===== config.mk =====
export PLATFORM = sky130hd
export DESIGN_NAME = csl_loader
export DESIGN_NICKNAME = d
export VERILOG_FILES = /design/src/include/csl_pkg.sv /design/src/hw/csl_scm_rd.sv /design/src/hw/csl_loader.sv
export SDC_FILE = /design/constraint.sdc
export NUM_CORES = 1
export LEC_CHECK = 0
export ABC_CLOCK_PERIOD_IN_PS = 8400
export BUFFER_PORTS_ARGS = -buffer_cell sky130_fd_sc_hd__buf_2
export CELL_PAD_IN_SITES_DETAIL_PLACEMENT = 0
export CELL_PAD_IN_SITES_GLOBAL_PLACEMENT = 1
export CORE_ASPECT_RATIO = 2
export CORE_UTILIZATION = 35
export CTS_CLUSTER_SIZE = 30
export DETAILED_ROUTE_END_ITERATION = 10
export GPL_ROUTABILITY_DRIVEN = 0
export PLACE_DENSITY = 0.62
export SLEW_MARGIN = 20
export SYNTH_ARGS = -nofsm -noshare
export SYNTH_HDL_FRONTEND = slang
export SYNTH_HIERARCHICAL = 1
export SYNTH_SLANG_ARGS = --single-unit

===== constraint.sdc =====
create_clock -name i_clk -period 8.4 [get_ports i_clk]
set_clock_uncertainty 0.1 [all_clocks]
set_input_delay 0.84 -clock i_clk [delete_from_list [all_inputs] [get_ports i_clk]]
set_output_delay 0.84 -clock i_clk [all_outputs]
set_load 0.005 [all_outputs]

===== src/include/csl_pkg.sv =====
// Purpose: Shared constants and carriers for the configuration source loader
// Assumes: 16-bit word images on both sources, byte-wide eFuse reads
// Notes:   All word offsets are word indices into the respective image
package csl_pkg;

  // ---------------------------------------------------------------
  // Image layout
  // ---------------------------------------------------------------
  localparam logic [7:0] CSL_SCM_PID_WORD    = 8'h03;
  localparam logic [7:0] CSL_SCM_VID_WORD    = 8'h04;
  localparam logic [7:0] CSL_SCM_FLAG_WORD   = 8'h05;
  localparam logic [7:0] CSL_SCM_LAST_WORD   = 8'h42;
  localparam logic [7:0] CSL_FUSE_CSUM_WORD  = 8'h19;
  localparam int         CSL_FUSE_BYTES      = 64;
  localparam int         CSL_FUSE_WORDS      = CSL_FUSE_BYTES / 2;
  localparam logic [7:0] CSL_BLANK_BYTE      = 8'hFF;
  localparam logic [7:0] CSL_CSUM_BASE       = 8'hFF;
  localparam int         CSL_FLAG_LSB        = 8;
  localparam int         CSL_CSUM_LSB        = 0;

  // ---------------------------------------------------------------
  // Timing
  // ---------------------------------------------------------------
  localparam int         CSL_CLK_MHZ         = 50;
  localparam int         CSL_SCM_SCLK_KHZ    = 1000;
  localparam int         CSL_SCM_HALF_CYC    =
    (CSL_CLK_MHZ * 1000) / (2 * CSL_SCM_SCLK_KHZ);

  // ---------------------------------------------------------------
  // Types
  // ---------------------------------------------------------------
  typedef enum logic [1:0] {
    CSL_SRC_NONE    = 2'h0,
    CSL_SRC_SCM     = 2'h1,
    CSL_SRC_FUSE    = 2'h2,
    CSL_SRC_DEFAULT = 2'h3
  } csl_src_e;

  typedef struct packed {
    logic       req;
    logic [7:0] addr;
  } csl_rd_req_s;

  typedef struct packed {
    logic        ack;
    logic [15:0] data;
  } csl_rd_rsp_s;

  typedef struct packed {
    logic        vld;
    logic [7:0]  addr;
    logic [15:0] data;
  } csl_cfg_wr_s;

  // One's-complement style: carry out of the byte sum is folded back in
  function automatic logic [7:0] csl_scm_csum(input logic [15:0] w3, input logic [15:0] w4);
    logic [9:0] s;
    logic [8:0] f;
    s = 10'(w3[7:0]) + 10'(w3[15:8]) + 10'(w4[7:0]) + 10'(w4[15:8]);
    f = 9'(s[7:0]) + 9'(s[9:8]);
    f = 9'(f[7:0]) + 9'(f[8]);
    return CSL_CSUM_BASE - f[7:0];
  endfunction

endpackage


===== src/hw/csl_scm_rd.sv =====
// Purpose: Microwire-style word reader for the serial configuration memory
// Assumes: 8-bit word address, read opcode 110, 16-bit data MSB first
// Notes:   One word per request; ack is a one-cycle pulse with data
`timescale 1ns/1ps
module csl_scm_rd
  import csl_pkg::*;
#(
  parameter int HALF_CYC = CSL_SCM_HALF_CYC
) (
  input  wire logic        i_clk,
  input  wire logic        i_rst_n,
  input  wire csl_rd_req_s i_req,
  output csl_rd_rsp_s      o_rsp,
  output logic             o_cs,
  output logic             o_sk,
  output logic             o_di,
  input  wire logic        i_do
);

  initial begin
    if (HALF_CYC < 1 || HALF_CYC > 65536) $error("HALF_CYC must fit the 16-bit divider");
  end

  localparam int NBITS = 3 + 8 + 16;

  logic [15:0] div_r;
  logic [5:0]  bit_r;
  logic        busy_r;
  logic [10:0] sh_r;
  logic [15:0] dat_r;

  // ---------------------------------------------------------------
  // Serial shifter: command out on falling, data sampled on rising
  // ---------------------------------------------------------------
  always_ff @(posedge i_clk or negedge i_rst_n) begin
    if (!i_rst_n) begin
      div_r  <= 16'h0000;
      bit_r  <= 6'h00;
      busy_r <= 1'b0;
      sh_r   <= 11'h000;
      dat_r  <= 16'h0000;
      o_cs   <= 1'b0;
      o_sk   <= 1'b0;
      o_di   <= 1'b0;
      o_rsp  <= '0;
    end else begin
      o_rsp.ack <= 1'b0;
      if (!busy_r) begin
        if (i_req.req) begin
          busy_r <= 1'b1;
          o_cs   <= 1'b1;
          // Opcode MSB goes out with select so it has settled before the first rise
          o_di   <= 1'b1;
          sh_r   <= {2'b10, i_req.addr, 1'b0};
          bit_r  <= 6'h00;
          div_r  <= 16'h0000;
        end
      end else if (div_r == 16'(HALF_CYC - 1)) begin
        div_r <= 16'h0000;
        o_sk  <= ~o_sk;
        if (!o_sk) begin
          if (bit_r >= 6'd11) begin
            dat_r <= {dat_r[14:0], i_do};
          end
        end else begin
          bit_r <= bit_r + 6'h01;
          if (bit_r == 6'(NBITS - 1)) begin
            busy_r     <= 1'b0;
            o_cs       <= 1'b0;
            o_rsp.ack  <= 1'b1;
            o_rsp.data <= dat_r;
          end
        end
        // Data moves on the fall so the memory never samples it mid-change
        if (o_sk) begin
          o_di <= sh_r[10];
          sh_r <= {sh_r[9:0], 1'b0};
        end
      end else begin
        div_r <= div_r + 16'h0001;
      end
    end
  end

endmodule


===== src/hw/csl_loader.sv =====
// Purpose: Power-on configuration loader choosing memory, fuse or defaults
// Assumes: Fuse array is read by a one-cycle byte port
// Notes:   Writes each loaded word to o_cfg; o_done rises after the last write and qualifies o_src, o_flag and o_led_mode_lo
//
// Summary of operation
// After every reset, fetch configuration from memory or fuse without host help.
// Use serial memory first when word 05h low byte equals FF minus sum.
// On memory checksum failure, go on to evaluate the fuse array.
// Fuse is valid only if byte 0 is not FF and its checksum matches.
// On fuse checksum failure, apply built-in default configuration.
// Fuse store offers 64 user-programmable bytes.
// External active-low reset acts like power-on and restarts loading.
// Carry from the word 03h-04h byte sum is added back before comparing.
// Word 05h high byte is the flag, low byte the checksum.
// Fuse word 19h low byte is checksum, high byte is low LED mode.
// Raise done once a source or defaults are loaded.
`timescale 1ns/1ps
module csl_loader
  import csl_pkg::*;
#(
  parameter int          FUSE_BYTES   = CSL_FUSE_BYTES,
  parameter int          SCM_HALF_CYC = CSL_SCM_HALF_CYC,
  parameter logic [15:0] DEF_WORD     = 16'h0000
) (
  input  wire logic        i_clk,
  input  wire logic        i_rst_n,
  output logic             o_scm_cs,
  output logic             o_scm_sk,
  output logic             o_scm_di,
  input  wire logic        i_scm_do,
  output logic [5:0]       o_fuse_addr,
  input  wire logic [7:0]  i_fuse_data,
  output csl_cfg_wr_s      o_cfg,
  output csl_src_e         o_src,
  output logic [7:0]       o_flag,
  output logic [7:0]       o_led_mode_lo,
  output logic             o_done
);

  initial begin
    if (FUSE_BYTES != CSL_FUSE_BYTES) $error("Fuse array must be 64 bytes");
  end

  typedef enum logic [7:0] {
    S_RST   = 8'h01,
    S_SCMCK = 8'h02,
    S_SCMLD = 8'h04,
    S_FUSCK = 8'h08,
    S_FUSLD = 8'h10,
    S_DEF   = 8'h20,
    S_DONE  = 8'h40
  } csl_st_e;

  // ---------------------------------------------------------------
  // Reset release
  // ---------------------------------------------------------------
  logic rs1_r;
  logic rst_n;

  // Pin reset and power-on share this path, so either restarts loading
  always_ff @(posedge i_clk or negedge i_rst_n) begin
    if (!i_rst_n) begin
      rs1_r <= 1'b0;
      rst_n <= 1'b0;
    end else begin
      rs1_r <= 1'b1;
      rst_n <= rs1_r;
    end
  end

  // ---------------------------------------------------------------
  // Serial memory reader
  // ---------------------------------------------------------------
  csl_rd_req_s rd_req;
  csl_rd_rsp_s rd_rsp;

  csl_scm_rd #(
    .HALF_CYC (SCM_HALF_CYC)
  ) u_rd (
    .i_clk   (i_clk),
    .i_rst_n (rst_n),
    .i_req   (rd_req),
    .o_rsp   (rd_rsp),
    .o_cs    (o_scm_cs),
    .o_sk    (o_scm_sk),
    .o_di    (o_scm_di),
    .i_do    (i_scm_do)
  );

  csl_st_e     st_r;
  logic [7:0]  idx_r;
  logic        pend_r;
  logic [15:0] w3_r;
  logic [15:0] w4_r;
  logic [7:0]  fw_r;
  logic        half_r;
  logic [7:0]  fsum_r;
  logic [7:0]  fuse0_r;

  // Fuse checksum: byte sum of all bytes before the checksum byte, folded
  function automatic logic [7:0] fold_add(input logic [7:0] a, input logic [7:0] b);
    logic [8:0] s;
    s = 9'(a) + 9'(b);
    return s[7:0] + 8'(s[8]);
  endfunction

  assign rd_req.req  = pend_r;
  assign rd_req.addr = idx_r;

  // ---------------------------------------------------------------
  // Sequencer
  // ---------------------------------------------------------------
  always_ff @(posedge i_clk or negedge rst_n) begin
    if (!rst_n) begin
      st_r          <= S_RST;
      idx_r         <= 8'h00;
      pend_r        <= 1'b0;
      w3_r          <= 16'h0000;
      w4_r          <= 16'h0000;
      fw_r          <= 8'h00;
      half_r        <= 1'b0;
      fsum_r        <= 8'h00;
      fuse0_r       <= 8'h00;
      o_fuse_addr   <= 6'h00;
      o_cfg         <= '0;
      o_src         <= CSL_SRC_NONE;
      o_flag        <= 8'h00;
      o_led_mode_lo <= 8'h00;
      o_done        <= 1'b0;
    end else begin
      pend_r    <= 1'b0;
      o_cfg.vld <= 1'b0;
      case (st_r)
        S_RST: begin
          st_r   <= S_SCMCK;
          idx_r  <= CSL_SCM_PID_WORD;
          pend_r <= 1'b1;
        end
        S_SCMCK: begin
          if (rd_rsp.ack) begin
            if (idx_r == CSL_SCM_PID_WORD) begin
              w3_r   <= rd_rsp.data;
              idx_r  <= CSL_SCM_VID_WORD;
              pend_r <= 1'b1;
            end else if (idx_r == CSL_SCM_VID_WORD) begin
              w4_r   <= rd_rsp.data;
              idx_r  <= CSL_SCM_FLAG_WORD;
              pend_r <= 1'b1;
            end else if (rd_rsp.data[CSL_CSUM_LSB +: 8] == csl_scm_csum(w3_r, w4_r)) begin

              o_flag <= rd_rsp.data[CSL_FLAG_LSB +: 8];
              o_src  <= CSL_SRC_SCM;
              idx_r  <= 8'h00;
              pend_r <= 1'b1;
              st_r   <= S_SCMLD;
            end else begin
              st_r        <= S_FUSCK;
              // Address 0 has stood since reset, so byte 0 is already on the port
              o_fuse_addr <= 6'h01;
              idx_r       <= 8'h00;
              half_r      <= 1'b0;
              fsum_r      <= 8'h00;
            end
          end
        end
        S_SCMLD: begin
          if (rd_rsp.ack) begin
            o_cfg <= '{vld: 1'b1, addr: idx_r, data: rd_rsp.data};
            if (idx_r == CSL_SCM_LAST_WORD) begin
              st_r <= S_DONE;
            end else begin
              idx_r  <= idx_r + 8'h01;
              pend_r <= 1'b1;
            end
          end
        end
        S_FUSCK: begin
          // Port data lags its address by one edge, so the address runs one byte ahead
          o_fuse_addr <= o_fuse_addr + 6'h01;
          half_r      <= ~half_r;
          if (idx_r == 8'h00 && !half_r) begin
            fuse0_r <= i_fuse_data;
          end
          if (idx_r == CSL_FUSE_CSUM_WORD) begin
            if (!half_r) begin
              // Checksum byte is kept apart so the running sum stays intact
              fw_r        <= i_fuse_data;
              // Rewind one byte early so byte 0 is on the port when loading starts
              o_fuse_addr <= 6'h00;
            end else begin
              o_led_mode_lo <= i_fuse_data;
              if (fuse0_r != CSL_BLANK_BYTE && fw_r == (CSL_CSUM_BASE - fsum_r)) begin
                st_r <= S_FUSLD;
              end else begin
                st_r <= S_DEF;
              end
              o_fuse_addr <= 6'h01;
              idx_r       <= 8'h00;
              half_r      <= 1'b0;
            end
          end else begin
            if (half_r) begin
              idx_r <= idx_r + 8'h01;
            end
            fsum_r <= fold_add(fsum_r, i_fuse_data);
          end
        end
        S_FUSLD: begin
          o_src       <= CSL_SRC_FUSE;
          o_fuse_addr <= o_fuse_addr + 6'h01;
          half_r      <= ~half_r;
          if (!half_r) begin
            fw_r <= i_fuse_data;
          end else begin
            o_cfg <= '{vld: 1'b1, addr: idx_r, data: {i_fuse_data, fw_r}};
            if (idx_r == 8'(CSL_FUSE_WORDS - 1)) begin
              st_r <= S_DONE;
            end
            idx_r <= idx_r + 8'h01;
          end
        end
        S_DEF: begin
          o_src <= CSL_SRC_DEFAULT;
          o_cfg <= '{vld: 1'b1, addr: 8'h00, data: DEF_WORD};
          st_r  <= S_DONE;
        end
        S_DONE: begin
          o_done <= 1'b1;
        end
        default: st_r <= S_RST;
      endcase
    end
  end

endmodule


==> reports/results.tsv, run 1 <==
stage	metric	value	unit
logic_synthesis	post-synthesis cell type count	79	
power_and_ir_drop	PwrDens	155	nW/um2
logic_synthesis	Synth Flop Type	dfrtp_1	
clock_network	Post-CTS Setup Repair Bufs	0	
logic_synthesis	synth cell count leaders	dfrtp_1, nand2_1, inv_1	
placement	I/O Buffers	63	
grt	largest net degree at the start of global routing	69	
power_and_ir_drop	leakage power figure	5.70	nW
worst_setup_path	arrival time worst endpoint	7.28	ns
logic_synthesis	ys async rst share	1.00	
detailed_routing	Total Wirelength	26.7	mm
timing	final setup violation count	0	
timing	Slew HR	0.356	
clock_network	post_cts resized	0	
logic_synthesis	Synthesis Warnings	6	
detailed_routing	Vias	7382	
detailed_routing	vias per cell	5.32	
clock_network	clock tree from TritonCTS	done	
die	Starting Density	0.354	
timing	Worst-Margin Slew	0.962	ns
worst_setup_path	Req. time, crit path	8.64	ns
clock_network	CTS sink cnt	194	
cells_and_area	Final #Nets	1073	
die	die height	246	um
worst_setup_path	critical path launch point type	flip-flop	
logic_synthesis	Syn Inst Count	958	
min_path	worst hold path type	input pin to asynchronous set/reset pin	
die	I/O pins	64	
logic_synthesis	Syn Nets	1021	
clock_network	# H-tree levels	4	
clock_network	Clock transition at path regs	0.08	ns
clock_network	clk_lat worst skew	0.46	ns
logic_synthesis	mapped cell area	10400	um2
die	row count	89	
timing	Max Slew Vio Count	0	
die	die area	30500	um2
worst_setup_path	CP endpoint kind	flip-flop	
worst_setup_path	critical path type	flip-flop to flip-flop	
timing	Hold Fails Final Rpt	0	
placement	Cell Area, Placed	11100	um2
grt	initial antenna violation count	0	
cells_and_area	Core Util, Final	0.396	
timing	fin crit share	0.837	
logic_synthesis	syn avg cell area	10.9	um2
clock_network	clock buffer count from CTS	17	
logic_synthesis	top-count cell post-synth	dfrtp_1	
logic_synthesis	post-synth top area share	0.464	
logic_synthesis	Synth area leader	dfrtp_1	
timing	Period minus WS final	7.03	ns
detailed_routing	routed length per instance	19.3	um
cells_and_area	layout cells sized above 1	0.204	
grt	first-pass GRT wire length	42.9	mm
run_status	result of the run	finished clean	
logic_synthesis	sequential fraction of the synthesis area	0.467	
power_and_ir_drop	peak supply drop	0.132	mV
clock_network	Post-CTS Hold Buffers	0	
cells_and_area	antenna cells	0	
die	width of the die	124	um
die	area of the core	29400	um2
timing	RSZ-0062 raised after global routing	no	
clock_network	Root Driver	clkbuf_16	
logic_synthesis	Post-synth EDFFs	0	
logic_synthesis	largest cells by area after synthesis	dfrtp_1, mux2_2, ha_1	
cells_and_area	Finished Cell Area	11600	um2
detailed_routing	antenna viol nets, final	0	
detailed_routing	DRC violations left	0	
logic_synthesis	Synth Register Bits	194	
detailed_routing	DRT iter0 DRCs	387	
timing	Setup TNS	0	ns
clock_network	maximum root-to-sink buffer count	2	
placement	Detailed Place HPWL	20.2	mm
cells_and_area	Layout area overhead	11.9	%
grt	vias in the first global route	7638	
worst_setup_path	crit-path max FO	11	
grt	grt ovf	0	
detailed_routing	Pre-Repair DR Iteration Count	5	
flow_run	# Max-Cap Violations	0	
grt	Total GRT Usage	0.189	
timing	maximum clock frequency	142	MHz
routing by layer:
layer / global-route usage / vias up / part of all wire
li1: - / 3544 / -
met1: 0.199 / 3724 / 0.37
met2: 0.363 / 79 / 0.58
met3: 0.0311 / 35 / 0.019
met4: 0.0704 / 0 / 0.023
met5: 0 / - / 0
cell usage in the layout, fill, tap and decap left out, drive strengths merged, types with 15 or more instances in the layout:
cell type,count
dfrtp,193
inv,86
mux2,84
nand2,78
buf,71
o21ai,55
nor2,51
a21oi,40
ha,34
xor2,22
nand3,22
fa,18
clkbuf,18
xnor2,17
a222oi,16
nor3,16
a31oi,15
nand4,15
worst paths after layout:
kind,startpoint,end,depth (start not counted),slack (ns)
min reg2reg,rs1_r$_DFF_PN0_,rst_n$_DFF_PN0_,0,0.26
max reg2reg,w3_r[10]$_DFFE_PN0P_,o_flag[0]$_DFFE_PN0P_,26,1.37
max in group asynchronous,rst_n$_DFF_PN0_,u_rd/sh_r[10]$_DFFE_PN0P_,1,6.37
min,i_rst_n,rst_n$_DFF_PN0_,1,0.04
min in group i_clk,rs1_r$_DFF_PN0_,rst_n$_DFF_PN0_,0,0.26
max,w3_r[10]$_DFFE_PN0P_,o_flag[0]$_DFFE_PN0P_,26,1.37
flip-flops by register name (all words and copies together), names as in the netlist, 10 cells and up:
| signal | cells |
|---|---|
| o_cfg | 25 |
| u_rd/o_rsp | 17 |
| u_rd/dat_r | 16 |
| u_rd/div_r | 16 |
| w3_r | 16 |
| w4_r | 16 |
| u_rd/sh_r | 10 |
area by class of cell:
type	instances	area (um2)
well taps	364	455
inverters	77	289
clock buffers	18	429
repair buffers	71	375
clock inverters	14	158
multi-input cells	649	5080
flip-flops and latches	194	4860
fillers	2989	17700
report_power, final:
part           internal [mW]  leakage, nW  switching, mW
Combinational         0.0131         2.82         0.0273
Clock                  0.401        0.288          0.417
Sequential             0.936         2.59        0.00794
stage by stage:
stage               hold slack, ns  std cells  power (mW)  setup WS, ns
floorplan                    0.231        958       0.985          2.23
global placement             0.235       1355        1.01          1.49
detailed placement           0.239       1355        1.01          1.40
CTS                         0.0212       1387        1.83          1.36
global route                0.0243       1387        1.87         0.822
finish                      0.0443       1387        1.80          1.37
kinds of logic (layout without fill, tap and decap cells):
kind of cell,count (synthesis),after routing,synth area share
multiplexers,94,94,0.108
AND/OR/NAND/NOR,251,251,0.129
adder cells (fa/ha/maj),52,52,0.0755
flip-flops,194,194,0.467
AO/OA/AOI/OAI,210,210,0.137
other,1,1,0.000360
XOR/XNOR,41,41,0.0371
buffers and inverters,115,180,0.0464
critical path: stages, from the launching register on:
cell,delay [ns]
dfrtp_1,0.37
inv_1,0.10
fa_1,0.45
fa_1,0.52
inv_1,0.07
ha_1,0.31
a211oi_1,0.45
o21bai_1,0.15
a21oi_1,0.23
o21bai_1,0.08
a21oi_1,0.17
xnor2_1,0.14
ha_1,0.21
fa_1,0.26
o2111ai_1,0.13
nor4_1,0.47
nand2_1,0.10
nor2_1,0.12
ha_1,0.20
ha_1,0.19
nand2_1,0.09
nor3_2,0.18
xor2_1,0.19
xnor2_1,0.10
or4_1,0.57
nor3_4,0.59
mux2_2,0.40
Note: power is estimated with default switching activity, not from simulation.
==> run 2, diff against run 1 <==
--- a/config.mk
+++ b/config.mk
@@ -5,7 +5,7 @@
 export SDC_FILE = /design/constraint.sdc
 export NUM_CORES = 1
 export LEC_CHECK = 0
-export ABC_CLOCK_PERIOD_IN_PS = 8400
+export ABC_CLOCK_PERIOD_IN_PS = 6400
 export BUFFER_PORTS_ARGS = -buffer_cell sky130_fd_sc_hd__buf_2
 export CELL_PAD_IN_SITES_DETAIL_PLACEMENT = 0
 export CELL_PAD_IN_SITES_GLOBAL_PLACEMENT = 1
@@ -14,7 +14,7 @@
 export CTS_CLUSTER_SIZE = 30
 export DETAILED_ROUTE_END_ITERATION = 10
 export GPL_ROUTABILITY_DRIVEN = 0
-export PLACE_DENSITY = 0.62
+export PLACE_DENSITY = 0.65
 export SLEW_MARGIN = 20
 export SYNTH_ARGS = -nofsm -noshare
 export SYNTH_HDL_FRONTEND = slang
==> constraint.sdc (replaced) <==
create_clock -name i_clk -period 6.4 [get_ports i_clk]
set_clock_uncertainty 0.1 [all_clocks]
set_input_delay 0.64 -clock i_clk [delete_from_list [all_inputs] [get_ports i_clk]]
set_output_delay 0.64 -clock i_clk [all_outputs]
set_load 0.005 [all_outputs]
==> run 2 against run 1 <==
  * The run now ends with design-rule violations left
  * Worst hold slack improved by 0.22 ns
  * Clock-buffer cell count fell by 1
  * Register-to-register slack got worse by 1.1 ns
  * Combinational power rose by 33%
  * Final cell count rose by 1.6%
  * Power rose by 37%
  * Global-route usage fell by 0.25 points
  * Clock power rose by 44%
  * Die area did not move
  * Critical path depth rose by 1
  * Sequential power rose by 31%
  * Largest cell class unchanged
==> reports/results.tsv, run 2 (same netlist as run 1, synthesis figures left out) <==
stage	metric	value	unit
run_status	result of the run	finished with violations	
run_status	failing checks	design-rule violations	
timing	RSZ-0062 raised after global routing	yes	
detailed_routing	Vias	7564	
worst_setup_path	critical path launch point type	flip-flop	
cells_and_area	commonest non-fill, non-tap cell in the layout	dfrtp_1	
placement	I/O Buffers	63	
grt	Total GRT Usage	0.187	
power_and_ir_drop	PwrDens	205	nW/um2
clock_network	Root Driver	clkbuf_16	
timing	Max Slew Vio Count	0	
die	width of the die	124	um
grt	vias in the first global route	7678	
grt	grt ovf	0	
worst_setup_path	arrival time worst endpoint	6.39	ns
die	Starting Density	0.354	
timing	Setup TNS	0	ns
worst_setup_path	CP endpoint kind	flip-flop	
clock_network	clock buffer count from CTS	17	
worst_setup_path	critical path type	flip-flop to flip-flop	
cells_and_area	top flop regs	o_cfg (25), u_rd/o_rsp (17)	
detailed_routing	DRT iter0 DRCs	434	
worst_setup_path	Crit path buffers/inverters	3	
clock_network	clk_lat worst skew	0.46	ns
worst_setup_path	Req. time, crit path	6.65	ns
die	die height	246	um
power_and_ir_drop	leakage power figure	5.85	nW
timing	fin crit share	0.960	
timing	Worst-Margin Slew	0.921	ns
placement	Detailed Place HPWL	19.8	mm
cells_and_area	antenna cells	0	
cells_and_area	Core Util, Final	0.410	
cells_and_area	largest register by flop count	o_cfg	
clock_network	Clock transition at path regs	0.08	ns
detailed_routing	Total Wirelength	26.8	mm
cells_and_area	Layout area overhead	15.9	%
die	I/O pins	64	
grt	largest net degree at the start of global routing	137	
worst_setup_path	top cell family by delay on the critical path	adder cells	
placement	dpl cells	1365	
cells_and_area	layout cells sized above 1	0.251	
detailed_routing	Pre-Repair DR Iteration Count	10	
timing	maximum clock frequency	163	MHz
timing	Period minus WS final	6.14	ns
die	die area	30500	um2
cells_and_area	Seq. cell area	4860	um2
cells_and_area	area occupied by multi-input gates	5210	um2
flow_run	# Max-Cap Violations	0	
grt	initial antenna violation count	0	
detailed_routing	antenna viol nets, final	0	
power_and_ir_drop	peak supply drop	0.237	mV
timing	worst setup margin	0.257	ns
timing	Hold Fails Final Rpt	0	
cells_and_area	commonest cells after routing, fill and taps aside	dfrtp_1, nand2_1, inv_1	
timing	minimum hold slack	0.260	ns
worst_setup_path	Worst R2R Setup Slack	0.26	ns
clock_network	clock tree from TritonCTS	done	
clock_network	CTS sink cnt	194	
die	row count	89	
timing	Slew HR	0.384	
detailed_routing	DRC violations left	2	
clock_network	# H-tree levels	4	
detailed_routing	routed length per instance	19.0	um
worst_setup_path	crit path max-delay cell type	or4_4	
worst_setup_path	Critical Path Max Stage Delay	0.56	ns
cells_and_area	Finished Layout Cells	1409	
worst_setup_path	crit-path max FO	4	
cells_and_area	Filler cells	2901	
grt	first-pass GRT wire length	42.3	mm
cells_and_area	Final #Nets	1095	
placement	pre-CTS setup slack	-0.0141	ns
die	area of the core	29400	um2
detailed_routing	vias per cell	5.37	
min_path	worst hold path type	flip-flop to flip-flop	
cells_and_area	Largest register FFs	25	
timing	final setup violation count	0	
clock_network	maximum root-to-sink buffer count	2	
[run 2: metal layers]
metal	part of all wire	wire length (um)	GRT usage
met5	0	0	0
met4	0.021	574	0.0742
met3	0.023	625	0.0290
met2	0.58	15600	0.354
met1	0.37	10000	0.199
[run 2: layout make-up]
class,count,area share
well taps,364,0.0378
clock inverters,15,0.0195
clock buffers,17,0.0353
multi-input cells,649,0.432
inverters,77,0.0240
repair buffers,93,0.0486
flip-flops and latches,194,0.403
[run 2: metrics by stage]
stage / power (mW) / area, um2
floorplan: 1.29 / 10400
global placement: 1.32 / 11200
detailed placement: 1.32 / 11200
CTS: 2.51 / 11800
global route: 2.56 / 12100
finish: 2.47 / 12100
[run 2: worst reg2reg max path, cell delays in order, from the launching register on]
cell and delay (ns):
dfrtp_1 0.34, inv_2 0.05, fa_1 0.54, fa_1 0.42, inv_2 0.11, ha_4 0.21, a211oi_2 0.25, o21bai_1 0.10
a21oi_2 0.16, o21bai_1 0.10, a21oi_1 0.16, xnor2_1 0.14, ha_2 0.22, fa_2 0.22, o2111ai_2 0.11, nor4_2 0.30
nand2_1 0.09, nor2_1 0.10, ha_2 0.22, ha_4 0.17, nand2_4 0.06, nor3_4 0.20, xor2_1 0.21, xnor2_1 0.12
or4_4 0.56, nor3_4 0.28, clkbuf_16 0.22, mux2_4 0.29
[run 2: final timing paths]
check,start,end,depth (start not counted)
setup / recovery,w4_r[2]$_DFFE_PN0P_,o_flag[4]$_DFFE_PN0P_,27
setup reg to reg,w4_r[2]$_DFFE_PN0P_,o_flag[4]$_DFFE_PN0P_,27
hold / removal,rs1_r$_DFF_PN0_,rst_n$_DFF_PN0_,0
max in group asynchronous,rst_n$_DFF_PN0_,u_rd/bit_r[2]$_DFFE_PN0P_,1
hold reg to reg,rs1_r$_DFF_PN0_,rst_n$_DFF_PN0_,0
min in group asynchronous,rst_n$_DFF_PN0_,o_led_mode_lo[7]$_DFFE_PN0P_,0
[run 2: repair_timing]
action | CTS | global route
resized for setup | 1 | 35
setup buffers | 0 | 10
endpoints found under the hold margin | 2 | 0
pin swaps | 0 | 22
setup endpoints to repair | 8 | 28
cloned | 0 | 1
hold buffers | 1 | 0
[run 2: power by group]
| group | total, mW | internal [mW] | switching (mW) |
|---|---|---|---|
| logic | 0.0536 | 0.0181 | 0.0355 |
| clock network | 1.18 | 0.642 | 0.539 |
| registers | 1.24 | 1.23 | 0.00949 |
